$ cat config.mk
export PLATFORM = sky130hd
export DESIGN_NAME = reset_strap_config_loader
export DESIGN_NICKNAME = d
export VERILOG_FILES = /design/src/strap_pkg.sv /design/src/strap_if.sv /design/src/reset_strap_config_loader.sv /design/src/strap_latch.sv
export VERILOG_INCLUDE_DIRS = /design/src
export SDC_FILE = /design/constraint.sdc
export NUM_CORES = 1
export LEC_CHECK = 0
export BUFFER_PORTS_ARGS = -buffer_cell sky130_fd_sc_hd__buf_4
export CAP_MARGIN = 20
export CORE_MARGIN = 3
export CORE_UTILIZATION = 51
export CTS_CLUSTER_SIZE = 8
export DETAILED_ROUTE_END_ITERATION = 8
export PLACE_DENSITY = 0.81
export SLEW_MARGIN = 20
export SYNTH_ARGS = -nofsm -noshare
export SYNTH_HDL_FRONTEND = slang
export SYNTH_SLANG_ARGS = --single-unit
$ cat constraint.sdc
create_clock -name clk_sys -period 4.9 [get_ports clk_sys]
set_input_delay 0.245 -clock clk_sys [delete_from_list [all_inputs] [get_ports clk_sys]]
set_output_delay 0.245 -clock clk_sys [all_outputs]
set_load 0.02 [all_outputs]
$ cat src/reset_strap_regs.svh
`ifndef RESET_STRAP_REGS_SVH
`define RESET_STRAP_REGS_SVH

// Configuration space offsets
`define CFG_OFF_STRAP_STATUS   8'h50
`define CFG_OFF_MMIO_BASE      8'h14
`define CFG_DEV_BRIDGE         1'b0
`define CFG_DEV_GRAPHICS       1'b1

// Memory space offsets from the graphics base
`define MEM_OFF_CACHE_CTRL     19'h0_3000
`define MEM_OFF_DIAG_DATA      19'h0_3004
`define MEM_OFF_DIAG_CAPTURE   19'h0_3008
`define MMIO_WINDOW_BITS       19

// I/O space offsets from the I/O base
`define IO_OFF_DIAG_DATA       4'h0
`define IO_OFF_DIAG_CAPTURE    4'h4
`define IO_BASE_DEFAULT        16'h0400

// Strap bit positions on the local memory data pins
`define STRAP_XOR_BIT          31
`define STRAP_ALLZ_BIT         30
`define STRAP_FREQ_BIT         29
`define STRAP_QUEUE_BIT        28
`define STRAP_FAST_BIT         13

// Register fields and reset values
`define CACHE_CTRL_CLK_EN_BIT  0
`define MMIO_BASE_RESET        32'h0000_0000
`define CACHE_CTRL_RESET       32'h0000_0001
`define DIAG_RESET             32'h0000_0000

`endif

$ cat src/strap_pkg.sv
package strap_pkg;

	typedef enum logic [1:0] {
		HOST_FREQ_66  = 2'b00,
		HOST_FREQ_100 = 2'b01,
		HOST_FREQ_133 = 2'b10
	} host_freq_t;

	typedef enum logic [1:0] {
		PH_COLD     = 2'b00,
		PH_WAIT_CPU = 2'b01,
		PH_RUN      = 2'b10
	} phase_t;

	typedef struct packed {
		phase_t     phase;
		logic       xorTest;
		logic       allZ;
		host_freq_t hostFreq;
		logic       queueOne;
		logic       procResetPrev;
	} strap_state_t;

	typedef struct packed {
		logic        txClk;
		logic        loopClk;
		logic        oeN;
		logic        xorOut;
		logic        rxPrev;
		logic [31:0] mmioBase;
		logic [31:0] cacheCtrl;
		logic [31:0] diagData;
		logic [31:0] diagCapture;
		logic        rspValid;
		logic [31:0] rspData;
	} top_state_t;

	// Bit 13 forces the fast bus, otherwise bit 29 picks between the two slower ones
	function automatic host_freq_t decodeFrequency(input logic fast, input logic mid);
		if (fast) begin
			return HOST_FREQ_133;
		end
		return mid ? HOST_FREQ_100 : HOST_FREQ_66;
	endfunction

endpackage

$ cat src/strap_if.sv
`timescale 1ns/10ps
interface strap_if;
	import strap_pkg::*;
	phase_t     phase;
	logic       xorTest;
	logic       allZ;
	host_freq_t hostFreq;
	logic       queueOne;

	modport producer (output phase, output xorTest, output allZ, output hostFreq,
		output queueOne);
	modport consumer (input phase, input xorTest, input allZ, input hostFreq,
		input queueOne);
endinterface

$ cat src/reset_strap_config_loader.sv
`timescale 1ns/10ps
`include "reset_strap_regs.svh"
module reset_strap_config_loader #(
	parameter logic [15:0] IO_BASE = `IO_BASE_DEFAULT
) (
	// Clock, global reset and enable
	input  logic                 clk_sys,
	input  logic                 reset,
	input  logic                 clkEnable,
	// Strap pins and processor reset
	input  logic [31:0]          localMemoryDataIn,
	input  logic                 processorResetN,
	// Configuration access
	input  logic                 cfgValid,
	input  logic                 cfgWrite,
	input  logic                 cfgDevice,
	input  logic [7:0]           cfgOffset,
	input  logic [31:0]          cfgWriteData,
	// Memory access
	input  logic                 memValid,
	input  logic                 memWrite,
	input  logic [31:0]          memAddr,
	input  logic [31:0]          memWriteData,
	// I/O access
	input  logic                 ioValid,
	input  logic                 ioWrite,
	input  logic [15:0]          ioAddr,
	input  logic [31:0]          ioWriteData,
	// Access answer
	output logic                 rspValid,
	output logic [31:0]          rspData,
	// Display cache clocks and data
	output logic                 cacheTransmitClock,
	output logic                 cacheLoopOutClock,
	output logic                 cacheClockOeN,
	input  logic                 cacheReceiveClock,
	input  logic [31:0]          cacheDataIn,
	// Latched options
	output logic                 xorTestMode,
	output logic                 xorChainOut,
	output strap_pkg::host_freq_t hostFrequency,
	output logic [2:0]           inOrderQueueDepth
);
	import strap_pkg::*;

	localparam int WB = `MMIO_WINDOW_BITS;

	strap_if    straps ();
	top_state_t s;
	top_state_t n;

	strap_latch u_strap_latch (
		.clk_sys           (clk_sys),
		.reset             (reset),
		.clkEnable         (clkEnable),
		.localMemoryDataIn (localMemoryDataIn),
		.processorResetN   (processorResetN),
		.straps            (straps.producer)
	);

	// Address falls in the graphics memory window
	function automatic logic memHit(input logic [31:0] addr, input logic [31:0] base);
		return addr[31:WB] == base[31:WB];
	endfunction

	// I/O address falls in the diagnostic block
	function automatic logic ioHit(input logic [15:0] addr);
		return addr[15:4] == IO_BASE[15:4];
	endfunction

	// Next state: clocks, capture, straps test logic and register access
	always_comb begin
		n = s;
		n.rspValid = 1'b0;
		n.rxPrev   = cacheReceiveClock;
		// Tri-state only while in reset with the strap set
		n.oeN    = reset && straps.allZ;
		n.xorOut = straps.xorTest && (^localMemoryDataIn);
		// Transmit and loop-out clocks divide the system clock by two
		if (s.cacheCtrl[`CACHE_CTRL_CLK_EN_BIT]) begin
			n.txClk   = ~s.txClk;
			n.loopClk = ~s.txClk;
		end
		// Data from the cache comes in on the returned receive clock
		if (cacheReceiveClock && !s.rxPrev) begin
			n.diagCapture = cacheDataIn;
		end
		// Configuration wins over memory, memory over I/O
		if (cfgValid) begin
			n.rspValid = 1'b1;
			n.rspData  = 32'h0000_0000;
			if (cfgDevice == `CFG_DEV_GRAPHICS && cfgOffset == `CFG_OFF_MMIO_BASE) begin
				if (cfgWrite) begin
					n.mmioBase = {cfgWriteData[31:WB], {WB{1'b0}}};
				end else begin
					n.rspData = s.mmioBase;
				end
			end else if (cfgDevice == `CFG_DEV_BRIDGE && cfgOffset == `CFG_OFF_STRAP_STATUS
				&& !cfgWrite) begin
				n.rspData = {straps.xorTest, straps.allZ, 1'b0, straps.queueOne,
					26'h000_0000, straps.hostFreq};
			end
		end else if (memValid) begin
			n.rspValid = 1'b1;
			n.rspData  = 32'h0000_0000;
			if (memHit(memAddr, s.mmioBase)) begin
				case (memAddr[WB-1:0])
					`MEM_OFF_CACHE_CTRL: begin
						if (memWrite) begin
							n.cacheCtrl = memWriteData;
						end else begin
							n.rspData = s.cacheCtrl;
						end
					end
					`MEM_OFF_DIAG_DATA: begin
						if (memWrite) begin
							n.diagData = memWriteData;
						end else begin
							n.rspData = s.diagData;
						end
					end
					`MEM_OFF_DIAG_CAPTURE: begin
						if (!memWrite) begin
							n.rspData = s.diagCapture;
						end
					end
					default: begin
						n.rspData = 32'h0000_0000;
					end
				endcase
			end
		end else if (ioValid) begin
			n.rspValid = 1'b1;
			n.rspData  = 32'h0000_0000;
			if (ioHit(ioAddr)) begin
				case (ioAddr[3:0])
					`IO_OFF_DIAG_DATA: begin
						if (ioWrite) begin
							n.diagData = ioWriteData;
						end else begin
							n.rspData = s.diagData;
						end
					end
					`IO_OFF_DIAG_CAPTURE: begin
						if (!ioWrite) begin
							n.rspData = s.diagCapture;
						end
					end
					default: begin
						n.rspData = 32'h0000_0000;
					end
				endcase
			end
		end
		// Global reset returns every register except rxPrev and oeN to its default
		if (reset) begin
			n.txClk       = 1'b0;
			n.loopClk     = 1'b0;
			n.xorOut      = 1'b0;
			n.mmioBase    = `MMIO_BASE_RESET;
			n.cacheCtrl   = `CACHE_CTRL_RESET;
			n.diagData    = `DIAG_RESET;
			n.diagCapture = `DIAG_RESET;
			n.rspValid    = 1'b0;
			n.rspData     = 32'h0000_0000;
		end
	end

	// Reset acts even while the clock enable is low
	always_ff @(posedge clk_sys) begin
		if (reset || clkEnable) begin
			s <= n;
		end
	end

	// Outputs
	assign rspValid           = s.rspValid;
	assign rspData            = s.rspData;
	assign cacheTransmitClock = s.txClk;
	assign cacheLoopOutClock  = s.loopClk;
	assign cacheClockOeN      = s.oeN;
	assign xorTestMode        = straps.xorTest;
	assign xorChainOut        = s.xorOut;
	assign hostFrequency      = straps.hostFreq;
	assign inOrderQueueDepth  = straps.queueOne ? 3'h1 : 3'h4;

	// Transmit clock toggles every enabled cycle
	a_tx_clock_toggle: assert property (@(posedge clk_sys) disable iff (reset)
		(clkEnable && s.cacheCtrl[`CACHE_CTRL_CLK_EN_BIT]) |=> (s.txClk != $past(s.txClk)))
		else $error("transmit clock did not toggle");

	// Loop-out clock runs in step with the transmit clock
	a_loop_clock_match: assert property (@(posedge clk_sys) disable iff (reset)
		s.loopClk == s.txClk)
		else $error("loop-out clock out of step");

	// Memory read of cache control through the graphics base
	a_mmio_ctrl_read: assert property (@(posedge clk_sys) disable iff (reset)
		(clkEnable && !cfgValid && memValid && !memWrite && memHit(memAddr, s.mmioBase)
			&& memAddr[WB-1:0] == `MEM_OFF_CACHE_CTRL)
			|=> rspValid && (rspData == $past(s.cacheCtrl)))
		else $error("cache control read through window failed");

	// Diagnostic data written by I/O reads back through memory
	a_diag_io_to_mem: assert property (@(posedge clk_sys) disable iff (reset)
		(clkEnable && !cfgValid && !memValid && ioValid && ioWrite && ioHit(ioAddr)
			&& ioAddr[3:0] == `IO_OFF_DIAG_DATA)
			|=> (s.diagData == $past(ioWriteData)))
		else $error("diagnostic write through I/O lost");

	// Graphics function returns its base at offset 14h
	a_cfg_graphics_base: assert property (@(posedge clk_sys) disable iff (reset)
		(clkEnable && cfgValid && !cfgWrite && cfgDevice == `CFG_DEV_GRAPHICS
			&& cfgOffset == `CFG_OFF_MMIO_BASE)
			|=> rspValid && (rspData == $past(s.mmioBase)))
		else $error("graphics base read wrong");

	// Outputs driven once reset has gone
	a_outputs_enabled: assert property (@(posedge clk_sys) disable iff (reset)
		(!$past(reset) && $past(clkEnable)) |-> !cacheClockOeN)
		else $error("outputs tri-stated outside reset");

endmodule

$ cat src/strap_latch.sv
`timescale 1ns/10ps
`include "reset_strap_regs.svh"
module strap_latch (
	// Clock, reset and enable
	input  logic                 clk_sys,
	input  logic                 reset,
	input  logic                 clkEnable,
	// Strap pins
	input  logic [31:0]          localMemoryDataIn,
	input  logic                 processorResetN,
	// Latched options
	strap_if.producer            straps
);
	import strap_pkg::*;

	strap_state_t s;
	strap_state_t n;

	// Sample test, tri-state and frequency straps throughout cold reset, then hold them
	always_comb begin
		n = s;
		n.procResetPrev = processorResetN;
		if (reset) begin
			n.phase    = PH_COLD;
			n.xorTest  = localMemoryDataIn[`STRAP_XOR_BIT];
			n.allZ     = localMemoryDataIn[`STRAP_ALLZ_BIT];
			n.hostFreq = decodeFrequency(localMemoryDataIn[`STRAP_FAST_BIT],
				localMemoryDataIn[`STRAP_FREQ_BIT]);
			n.queueOne = 1'b0;
		end else begin
			case (s.phase)
				PH_COLD, PH_WAIT_CPU: begin
					n.phase = PH_WAIT_CPU;
					// Queue depth taken once, on the processor reset release
					if (processorResetN && !s.procResetPrev) begin
						n.queueOne = localMemoryDataIn[`STRAP_QUEUE_BIT];
						n.phase    = PH_RUN;
					end
				end
				PH_RUN: begin
					n.phase = PH_RUN;
				end
				default: begin
					n.phase = PH_COLD;
				end
			endcase
		end
	end

	// Reset acts even while the clock enable is low
	always_ff @(posedge clk_sys) begin
		if (reset || clkEnable) begin
			s <= n;
		end
	end

	assign straps.phase    = s.phase;
	assign straps.xorTest  = s.xorTest;
	assign straps.allZ     = s.allZ;
	assign straps.hostFreq = s.hostFreq;
	assign straps.queueOne = s.queueOne;

	// Test and tri-state straps hold the last value seen in reset
	a_test_straps_capture: assert property (@(posedge clk_sys) disable iff (reset)
		$fell(reset) |-> (s.xorTest == $past(localMemoryDataIn[`STRAP_XOR_BIT]))
			&& (s.allZ == $past(localMemoryDataIn[`STRAP_ALLZ_BIT])))
		else $error("test straps not captured at reset release");

	// Frequency follows the two-strap table
	a_freq_decode: assert property (@(posedge clk_sys) disable iff (reset)
		$fell(reset) |-> s.hostFreq == decodeFrequency(
			$past(localMemoryDataIn[`STRAP_FAST_BIT]), $past(localMemoryDataIn[`STRAP_FREQ_BIT])))
		else $error("host frequency decode wrong");

	// Queue depth strap taken on processor reset rising edge
	a_queue_capture: assert property (@(posedge clk_sys) disable iff (reset)
		(clkEnable && s.phase != PH_RUN && processorResetN && !s.procResetPrev)
			|=> (s.phase == PH_RUN) && (s.queueOne == $past(localMemoryDataIn[`STRAP_QUEUE_BIT])))
		else $error("queue depth strap not captured");

	// Test, tri-state and frequency straps frozen outside cold reset
	a_strap_hold: assert property (@(posedge clk_sys) disable iff (reset)
		!$fell(reset) |-> $stable(s.xorTest) && $stable(s.allZ) && $stable(s.hostFreq))
		else $error("strap changed after reset");

	// Once running the queue depth never changes
	a_queue_hold: assert property (@(posedge clk_sys) disable iff (reset)
		(s.phase == PH_RUN) |=> (s.phase == PH_RUN) && $stable(s.queueOne))
		else $error("queue depth changed after capture");

endmodule

==> results of run 1 <==
## sequential cells by signal (all words and copies together), names as in the netlist, 2 cells and up
name,count
s,110
rspData,32
u_strap_latch.straps.phase,2
u_strap_latch.straps.hostFreq,2
## stage by stage
stage	worst slack, ns	instances	area [sq um]
floorplan	0.907	675	8190
global placement	1.94	1062	9940
detailed placement	1.94	1062	9940
CTS	2.01	1094	10500
global route	1.90	1095	10500
finish	2.03	1095	10500
## metal layers
metal	vias up	track usage [%]	part of all wire (%)
met5	-	0	0
met1	2875	29.6	38
met2	288	45.5	53
met4	0	8.20	2.0
met3	34	4.90	7.1
li1	2793	-	-
## cells in the final DEF (no fill, tap or decap), drive strengths merged
cell / n
nand2: 21
edfxtp: 154
a211o: 1
o21bai: 2
xnor2: 28
nor4b: 3
buf: 256
or4b: 1
nand3b: 1
o21ai: 33
and2: 1
a22o: 3
nand2b: 1
a21oi: 20
a21o: 1
nor4: 8
nor3b: 2
clkbuf: 19
dlygate4sd3: 1
mux2: 32
or2: 3
nor3: 6
a31o: 2
a22oi: 29
and4bb: 1
nand4: 2
clkinv: 11
nand3: 1
conb: 1
nor2: 72
xor2: 16
nor2b: 80
nor4bb: 3
mux2i: 64
o31a: 1
inv: 3
bufinv: 1
## how the worst min path moves through the flow
| stage | to | startpoint | slack, ns |
|---|---|---|---|
| 2_1_floorplan | s[161] | cacheReceiveClock | 0.34 |
| 3_3_place_gp | s[161] | cacheReceiveClock | 0.43 |
| 3_5_place_dp | s[161] | cacheReceiveClock | 0.43 |
| 4_1_cts | u_strap_latch.straps.xorTest | localMemoryDataIn[31] | 0.001 |
| 5_1_grt | u_strap_latch.straps.xorTest | localMemoryDataIn[31] | 0.004 |
| 6_report | u_strap_latch.straps.xorTest | localMemoryDataIn[31] | 0.02 |
## where the power goes
group	total, W	internal, W	switching, W
registers	0.00161	0.00157	0.0000479
clock network	0.00118	0.000682	0.000495
logic	0.000528	0.000275	0.000253
## final cells by class
class	count	area [sq um]
repair buffers	257	1950
inverters	3	11.3
flip-flops and latches	154	4620
multi-input cells	439	3130
well taps	211	264
fillers	1152	4980
clock inverters	12	83.8
clock buffers	19	433
## critical path, stage by stage (launching register included)
cell and delay (ns):
edfxtp_1 0.47, xor2_1 0.18, nor4_1 0.31, nand3_1 0.24, nor3_1 0.23, nand2_1 0.16, o21ai_4 0.53, buf_4 0.43
## what timing repair did
action,CTS,global route
endpoints found under the hold margin,1,0
resized for setup,0,0
hold buffers,1,0
## cell families after synthesis
logic type / count (synthesis) / synth area share [%]
AO/OA/AOI/OAI: 92 / 6.92
XOR/XNOR: 44 / 4.70
buffers and inverters: 82 / 5.99
flip-flops: 154 / 56.4
multiplexers: 96 / 12.2
other: 1 / 0.0458
AND/OR/NAND/NOR: 206 / 13.7
==> results.sh, run 1 <==
export IMPL_outcome="complete, no violations"
export IMPL_rrSetupSlack_ns=2.03
export IMPL_synth_edf_count=154
export IMPL_numCtsBuffers=17
export IMPL_drive_above_1_share_pct=37.4
export IMPL_syn_area_per_cell_sq_um=12.1
export IMPL_path_class="register to register"
export IMPL_ys_ff_latch=154
export IMPL_tightest_slew_ns=1.00
export IMPL_reg2reg_to="s[73]"
export IMPL_whs_ns=0.0170
export IMPL_antenna_found_initial=0
export IMPL_grt_pass1_vias=6295
export IMPL_row_count=45
export IMPL_diodes=0
export IMPL_setup_viol=0
export IMPL_cap_violations=0
export IMPL_finalHoldViolations=0
export IMPL_h_tree_depth=4
export IMPL_cp_endpoint="s[73]"
export IMPL_crit_required_ns=4.99
export IMPL_antenna_left=0
export IMPL_synth_top_cells_by_count="154 x edfxtp_1, 80 x nor2b_1, 72 x nor2_1"
export IMPL_start_util_pct=52.9
export IMPL_vias=5990
export IMPL_dpl_hpwl_mm=15.2
export IMPL_cp_end_kind="register"
export IMPL_rsz0062_at_grt="no"
export IMPL_worstPathArrival_ns=2.96
export IMPL_r2r_cells=7
export IMPL_yosysMostFrequentCell="edfxtp_1"
export IMPL_synth_warnings=0
export IMPL_grt_ovfl_total=0
export IMPL_async_flop_share_pct=0
export IMPL_crit_reg2reg_launch="s[155]"
export IMPL_clkSinkCount=154
export IMPL_nets=1100
export IMPL_syn_inst=675
export IMPL_relSlewSlack_pct=32.9
export IMPL_synth_area_leader_cell="edfxtp_1"
export IMPL_cts_root_buf="clkbuf_16"
export IMPL_fp_dieW_microns=133
export IMPL_route_detailed_wl_per_inst_microns=20.5
export IMPL_die_h_microns=133
export IMPL_wl_mm=22.4
export IMPL_p_leak_nw=4.25
export IMPL_cts_buffer_depth=2
export IMPL_synth_cell_area_sq_um=8190
export IMPL_utilization_pct=67.8
export IMPL_place_congestion=0.849
export IMPL_ys_seq_area_share_pct=56.4
export IMPL_peakVddDrop_mv=0.248
export IMPL_grt_max_degree=75
export IMPL_synth_nets=903
export IMPL_crit_fanout=19
export IMPL_finalSetupTns_ns=0
export IMPL_avgViaCountPerCell=5.47
export IMPL_crit_path_start_kind="register"
export IMPL_hp_class="input pin to register"
export IMPL_grt_pass1_wl_mm=33.5
export IMPL_synth_top_flop_cell="edfxtp_1"
export IMPL_clock_skew_ns=0.00646
export IMPL_synthTopCellsByArea="edfxtp_1 56%, mux2i_1 7.8%, nor2b_1 6.1%"
export IMPL_clk_pin_slew_ns=0.06
export IMPL_io_buffer_count=250
export IMPL_areaGrowthSynthToFinish_pct=28.1
export IMPL_clk_latency_ns=0.42
export IMPL_yosys_area_top_type_share_pct=56.4
export IMPL_die_area_sq_um=17600
export IMPL_period_minus_slack_ns=2.87
export IMPL_fp_coreArea_sq_um=15500
export IMPL_pin_count=271
export IMPL_grt_usage_pct=25.0
export IMPL_post_cts_buffers=0
export IMPL_holdPathStages=1
export IMPL_slew_viol_final=0
export IMPL_cts_tree="yes"
export IMPL_drt_iter0_markers=411
export IMPL_finalPower_w=0.00332
export IMPL_startpoint="s[155]"
export IMPL_pwr_density_cell_nw_per_um2=316
export IMPL_max_freq_mhz=348
export IMPL_synth_cell_types=40
export IMPL_dr_pass1_iters=5
export IMPL_drc=0
export IMPL_period_share_pct=58.7
(Power assumes the default switching activity.)
==> inputs of run 2 (changes only) <==
--- a/config.mk
+++ b/config.mk
@@ -6,13 +6,14 @@
 export SDC_FILE = /design/constraint.sdc
 export NUM_CORES = 1
 export LEC_CHECK = 0
+export ABC_AREA = 1
 export BUFFER_PORTS_ARGS = -buffer_cell sky130_fd_sc_hd__buf_4
 export CAP_MARGIN = 20
 export CORE_MARGIN = 3
-export CORE_UTILIZATION = 51
+export CORE_UTILIZATION = 48
 export CTS_CLUSTER_SIZE = 8
 export DETAILED_ROUTE_END_ITERATION = 8
-export PLACE_DENSITY = 0.81
+export PLACE_DENSITY = 0.78
 export SLEW_MARGIN = 20
 export SYNTH_ARGS = -nofsm -noshare
 export SYNTH_HDL_FRONTEND = slang
==> constraint.sdc (replaced) <==
create_clock -name clk_sys -period 2.3 [get_ports clk_sys]
set_input_delay 0.115 -clock clk_sys [delete_from_list [all_inputs] [get_ports clk_sys]]
set_output_delay 0.115 -clock clk_sys [all_outputs]
set_load 0.02 [all_outputs]
==> results.sh, run 2 <==
export IMPL_drt_iter0_markers=921
export IMPL_numCtsBuffers=17
export IMPL_crit_fanout=22
export IMPL_diodes=0
export IMPL_final_common_cell="nand2_1"
export IMPL_clock_skew_ns=0.00912
export IMPL_rsz0062_at_grt="no"
export IMPL_fp_dieW_microns=144
export IMPL_grt_pass1_wl_mm=42.5
export IMPL_p_switching_w=0.00188
export IMPL_grt_ovfl_total=0
export IMPL_period_share_pct=86.1
export IMPL_nets=1624
export IMPL_cp_endpoint="rspData[19]"
export IMPL_cts_tree="yes"
export IMPL_outcome="complete, no violations"
export IMPL_synth_cell_area_sq_um=9110
export IMPL_io_buffer_count=250
export IMPL_hp_class="input pin to register"
export IMPL_final_cell_mix="325 x nand2_1, 268 x buf_4, 154 x edfxtp_1"
export IMPL_syn_area_per_cell_sq_um=8.24
export IMPL_drive_above_1_share_pct=22.9
export IMPL_async_flop_share_pct=0
export IMPL_crit_required_ns=2.59
export IMPL_fin_area_sq_um=12400
export IMPL_areaGrowthSynthToFinish_pct=36.7
export IMPL_ctsResizeCount=0
export IMPL_dpl_cell_count=1516
export IMPL_cts_root_buf="clkbuf_16"
export IMPL_clkSinkCount=154
export IMPL_vias=8678
export IMPL_clk_pin_slew_ns=0.06
export IMPL_place_congestion=0.870
export IMPL_peakVddDrop_mv=0.479
export IMPL_route_detailed_wl_per_inst_microns=17.0
export IMPL_row_count=49
export IMPL_max_freq_mhz=505
export IMPL_post_cts_buffers=0
export IMPL_synth_cell_types=32
export IMPL_pwr_share_seq_pct=46.8
export IMPL_fp_coreArea_sq_um=18300
export IMPL_reg2reg_to="rspData[19]"
export IMPL_h_tree_depth=4
export IMPL_grt_usage_pct=26.5
export IMPL_pwr_share_clk_pct=37.2
export IMPL_clk_latency_ns=0.43
export IMPL_cts_buffer_depth=2
export IMPL_dr_pass1_iters=8
export IMPL_fill_cells=1364
export IMPL_setup_viol=0
export IMPL_synth_area_leader_cell="edfxtp_1"
export IMPL_rrSetupSlack_ns=0.32
export IMPL_drc=0
export IMPL_dpl_cell_area_sq_um=11000
export IMPL_largest_register="s"
export IMPL_cp_end_kind="register"
export IMPL_ctsHoldBuffers=89
export IMPL_holdPathStages=3
export IMPL_synth_top_cells_by_count="325 x nand2_1, 154 x edfxtp_1, 139 x inv_1"
export IMPL_antenna_found_initial=0
export IMPL_antenna_left=0
export IMPL_relSlewSlack_pct=47.5
export IMPL_p_leak_nw=5.72
export IMPL_pin_count=271
export IMPL_yosysMostFrequentCell="nand2_1"
export IMPL_start_util_pct=49.9
export IMPL_syn_inst=1106
export IMPL_yosys_area_top_type_share_pct=50.8
export IMPL_ys_seq_area_share_pct=50.8
export IMPL_die_h_microns=144
export IMPL_r2r_cells=12
export IMPL_dpl_hpwl_mm=18.3
export IMPL_instances_no_fill=1638
export IMPL_synth_warnings=0
export IMPL_die_area_sq_um=20700
export IMPL_startpoint="s[148]"
export IMPL_worstPathArrival_ns=2.27
export IMPL_synth_top_flop_cell="edfxtp_1"
export IMPL_grt_max_degree=71
export IMPL_synthTopCellsByArea="edfxtp_1 51%, nand2_1 13%, inv_1 5.7%"
export IMPL_swShare_pct=25.4
export IMPL_finalHoldViolations=0
export IMPL_pwr_density_cell_nw_per_um2=593
export IMPL_crit_path_start_kind="register"
export IMPL_power_frac_comb_pct=16.0
export IMPL_path_class="register to register"
export IMPL_fin_ws_ns=0.321
export IMPL_preCtsSetupSlack_ns=0.325
export IMPL_cap_violations=0
export IMPL_largest_reg_flops=110
export IMPL_finalSetupTns_ns=0
export IMPL_avgViaCountPerCell=5.30
export IMPL_wl_mm=27.8
export IMPL_internal_power_w=0.00551
export IMPL_tightest_slew_ns=0.787
export IMPL_slew_viol_final=0
export IMPL_synth_nets=1334
export IMPL_synth_edf_count=154
export IMPL_crit_reg2reg_launch="s[148]"
export IMPL_ys_ff_latch=154
export IMPL_period_minus_slack_ns=1.98
export IMPL_grt_pass1_vias=8343
run 2: cell types whose count changed after synthesis, moves of 11 or more:
| cell | before | now |
|---|---|---|
| a22oi_1 | 29 | 0 |
| mux2_2 | 32 | 0 |
| nand3_1 | 1 | 72 |
| nor2b_1 | 80 | 0 |
| nand4_1 | 2 | 51 |
| mux2i_1 | 64 | 0 |
| buf_2 | 5 | 16 |
| inv_1 | 3 | 139 |
| nand2b_1 | 0 | 15 |
| nor2_1 | 72 | 112 |
| a21o_1 | 1 | 17 |
| nand2_1 | 21 | 325 |
| o21ai_0 | 23 | 55 |
run 2: worst max-delay path: stages, from the launching register on:
cell      delay [ns]
edfxtp_1        0.40
nor2_1          0.11
nor2_1          0.05
nor2_1          0.11
nand2_1         0.08
nor2_1          0.14
nand3_1         0.14
nor2_4          0.11
buf_4           0.28
nand2_1         0.08
nand2_1         0.11
nand2_1         0.12
nand2_1         0.10
run 2: power groups by stage:
stage          clock network, W  registers [W]  logic, W
6_report                0.00275        0.00346   0.00118
5_1_grt                 0.00288        0.00348   0.00129
4_1_cts                 0.00278        0.00345   0.00116
3_5_place_dp                  0        0.00351   0.00103
3_3_place_gp                  0        0.00350   0.00101
2_1_floorplan                 0        0.00349  0.000546
run 2: cell families (layout without fill, tap and decap cells):
group	Yosys count	count (layout)	synth area share, %
AND/OR/NAND/NOR	594	594	28.5
buffers and inverters	232	535	12.0
flip-flops	154	154	50.8
AO/OA/AOI/OAI	95	95	5.81
XOR/XNOR	30	30	2.88
other	1	1	0.0412
run 2: worst min-delay path by stage:
stage	startpoint	end	slack (ns)
after global routing	ioWriteData[29]	s[94]	0.02
final	cacheDataIn[30]	s[63]	0.004
after global placement	processorResetN	u_strap_latch.s[0]	0.30
after floorplan	cacheReceiveClock	s[161]	0.21
after detailed placement	cacheReceiveClock	s[161]	0.31
after CTS	memWriteData[4]	s[101]	0.0007
run 2: final cells by class:
| cell class | count | area (sq um) | area share [%] |
|---|---|---|---|
| clock buffer | 17 | 425 | 3.42 |
| clock inverter | 15 | 150 | 1.21 |
| inverter | 142 | 533 | 4.28 |
| multi-input combinational | 720 | 3440 | 27.6 |
| sequential | 154 | 4620 | 37.1 |
| tap | 229 | 287 | 2.30 |
| timing repair buffer | 361 | 2990 | 24.0 |
run 2: through the flow:
step | power [W] | hold WS [ns] | util, %
5_1_grt | 0.00764 | 0.0210 | 68.1
3_3_place_gp | 0.00451 | 0.304 | 60.0
3_5_place_dp | 0.00454 | 0.309 | 60.0
6_report | 0.00739 | 0.00369 | 68.1
2_1_floorplan | 0.00403 | 0.214 | -
4_1_cts | 0.00738 | 0.000700 | 68.0
run 2: per-layer routing:
layer | up-vias | GRT usage [%] | part of all wire (%)
li1 | 4134 | - | -
met1 | 3990 | 34.3 | 39
met2 | 487 | 43.5 | 50
met3 | 67 | 5.62 | 8.8
met4 | 0 | 11.1 | 3.0
met5 | - | 0 | 0
==> inputs of run 3 (changes only) <==
--- a/config.mk
+++ b/config.mk
@@ -6,14 +6,13 @@
 export SDC_FILE = /design/constraint.sdc
 export NUM_CORES = 1
 export LEC_CHECK = 0
-export ABC_AREA = 1
 export BUFFER_PORTS_ARGS = -buffer_cell sky130_fd_sc_hd__buf_4
 export CAP_MARGIN = 20
 export CORE_MARGIN = 3
-export CORE_UTILIZATION = 48
+export CORE_UTILIZATION = 46
 export CTS_CLUSTER_SIZE = 8
 export DETAILED_ROUTE_END_ITERATION = 8
-export PLACE_DENSITY = 0.78
+export PLACE_DENSITY = 0.77
 export SLEW_MARGIN = 20
 export SYNTH_ARGS = -nofsm -noshare
 export SYNTH_HDL_FRONTEND = slang
==> results.sh, run 3 (synthesis gave the netlist of run 1 again) <==
export IMPL_worstPathArrival_ns=2.33
export IMPL_rsz0062_at_grt="no"
export IMPL_crit_required_ns=2.44
export IMPL_relSlewSlack_pct=33.4
export IMPL_route_detailed_wl_per_inst_microns=20.1
export IMPL_nets=1190
export IMPL_start_util_pct=47.2
export IMPL_drc=0
export IMPL_path_class="register to register"
export IMPL_pin_count=271
export IMPL_critPathSlowestCell="edfxtp_1"
export IMPL_final_cell_mix="271 x buf_4, 154 x edfxtp_1, 80 x nor2b_1"
export IMPL_holdPathStages=2
export IMPL_fp_dieW_microns=139
export IMPL_outcome="complete, no violations"
export IMPL_avgViaCountPerCell=5.37
export IMPL_reg2reg_to="s[104]"
export IMPL_die_area_sq_um=19500
export IMPL_clk_latency_ns=0.42
export IMPL_p_leak_nw=4.71
export IMPL_grt_max_degree=69
export IMPL_finalPower_w=0.00766
export IMPL_wl_mm=24.1
export IMPL_largest_reg_flops=110
export IMPL_row_count=48
export IMPL_cts_root_buf="clkbuf_16"
export IMPL_grt_pass1_wl_mm=36.5
export IMPL_tightest_slew_ns=0.998
export IMPL_clkSinkCount=154
export IMPL_period_share_pct=95.3
export IMPL_clock_skew_ns=0.00472
export IMPL_path_buf_inv=1
export IMPL_peakVddDrop_mv=0.577
export IMPL_fin_area_sq_um=11500
export IMPL_numCtsBuffers=17
export IMPL_worstHoldStart="cfgWriteData[26]"
export IMPL_grt_usage_pct=24.5
export IMPL_grt_pass1_vias=6786
export IMPL_cp_slowest_stage_delay_ns=0.40
export IMPL_largest_register="s"
export IMPL_hp_class="input pin to register"
export IMPL_clk_pin_slew_ns=0.06
export IMPL_die_h_microns=139
export IMPL_crit_reg2reg_launch="s[154]"
export IMPL_setup_viol=0
export IMPL_place_congestion=0.861
export IMPL_worstHoldEndpoint="s[155]"
export IMPL_h_tree_depth=4
export IMPL_pwr_density_cell_nw_per_um2=664
export IMPL_drive_above_1_share_pct=36.6
export IMPL_antenna_found_initial=0
export IMPL_cap_violations=0
export IMPL_finalSetupTns_ns=0
export IMPL_period_minus_slack_ns=2.19
export IMPL_cts_buffer_depth=2
export IMPL_dpl_hpwl_mm=16.1
export IMPL_rrSetupSlack_ns=0.11
export IMPL_cp_end_kind="register"
export IMPL_crit_fanout=8
export IMPL_slew_viol_final=0
export IMPL_dpl_cell_area_sq_um=10200
export IMPL_finalHoldViolations=0
export IMPL_fp_coreArea_sq_um=17400
export IMPL_final_common_cell="buf_4"
export IMPL_instances_no_fill=1198
export IMPL_diodes=0
export IMPL_r2r_cells=7
export IMPL_worstPathCellList="xor2_1 -> nor4_1 -> nand3_1 -> nor3_2 -> nand2_2 -> o21bai_4 -> clkbuf_16"
export IMPL_antenna_left=0
export IMPL_areaGrowthSynthToFinish_pct=40.8
export IMPL_dr_pass1_iters=5
export IMPL_dpl_cell_count=1096
export IMPL_grt_ovfl_total=0
export IMPL_critPathTopFamily="simple AND/OR/NAND/NOR gates"
export IMPL_max_freq_mhz=456
export IMPL_io_buffer_count=250
export IMPL_crit_path_start_kind="register"
export IMPL_vias=6432
export IMPL_drt_iter0_markers=399
export IMPL_cts_tree="yes"
==> run 3: cell types whose count changed in the layout (fill, tap and decap cells not counted), moves of 15 or more <==
| cell | delta |
|---|---|
| a21o_1 | -16 |
| a22oi_1 | +29 |
| dlygate4sd3_1 | -20 |
| inv_1 | -136 |
| mux2_2 | +32 |
| mux2i_1 | +64 |
| nand2_1 | -305 |
| nand2b_1 | -15 |
| nand3_1 | -71 |
| nand4_1 | -49 |
| nor2_1 | -39 |
| nor2b_1 | +80 |
| o21ai_0 | -31 |
==> run 3: through the flow <==
| step | hold WS [ns] | util (%) | setup WS, ns |
|---|---|---|---|
| 2_1_floorplan | 0.214 | - | -0.243 |
| 3_3_place_gp | 0.304 | 58.7 | 0.120 |
| 3_5_place_dp | 0.306 | 58.7 | 0.0917 |
| 4_1_cts | 0.000550 | 66.1 | 0.0637 |
| 5_1_grt | 0.0102 | 66.5 | 0.0149 |
| 6_report | 0.0111 | 66.5 | 0.108 |
==> run 3: how the worst max path moves through the flow <==
stage	startpoint	to	slack [ns]	depth (start not counted)
2_1_floorplan	s[157]	s[65]	-0.24	6
3_3_place_gp	s[156]	s[111]	0.12	7
3_5_place_dp	s[156]	s[113]	0.09	7
4_1_cts	s[158]	s[113]	0.06	7
5_1_grt	s[154]	s[104]	0.01	7
6_report	s[154]	s[104]	0.11	7
==> run 3: final cells by class <==
class	count	area, sq um
Tap cell	225	282
Clock buffer	19	433
Timing Repair Buffer	347	2870
Multi-Input combinational cell	439	3140
Sequential cell	154	4620
Fill cell	1261	5820
Inverter	3	11.3
Clock inverter	11	178
==> run 3: power by group <==
group | switching, W | leakage [nW] | total, W | internal [W]
clock | 0.00106 | 0.301 | 0.00295 | 0.00190
sequential | 0.0000960 | 1.56 | 0.00343 | 0.00333
combinational | 0.000588 | 2.84 | 0.00128 | 0.000692
==> run 3: what timing repair did <==
item,4_1_cts,5_1_grt
hold buffers,67,2
setup buffers,0,2
setup endpoints to repair,0,64
gates resized for setup,0,3
hold endpoints to repair,68,2
==> run 3: metal layers <==
layer,global-route usage (%),part of all wire (%),vias up
met1,28.7,38,3081
met3,5.46,7.4,63
met2,42.8,51,321
met4,11.7,3.8,0
met5,0,0,-
li1,-,-,2967
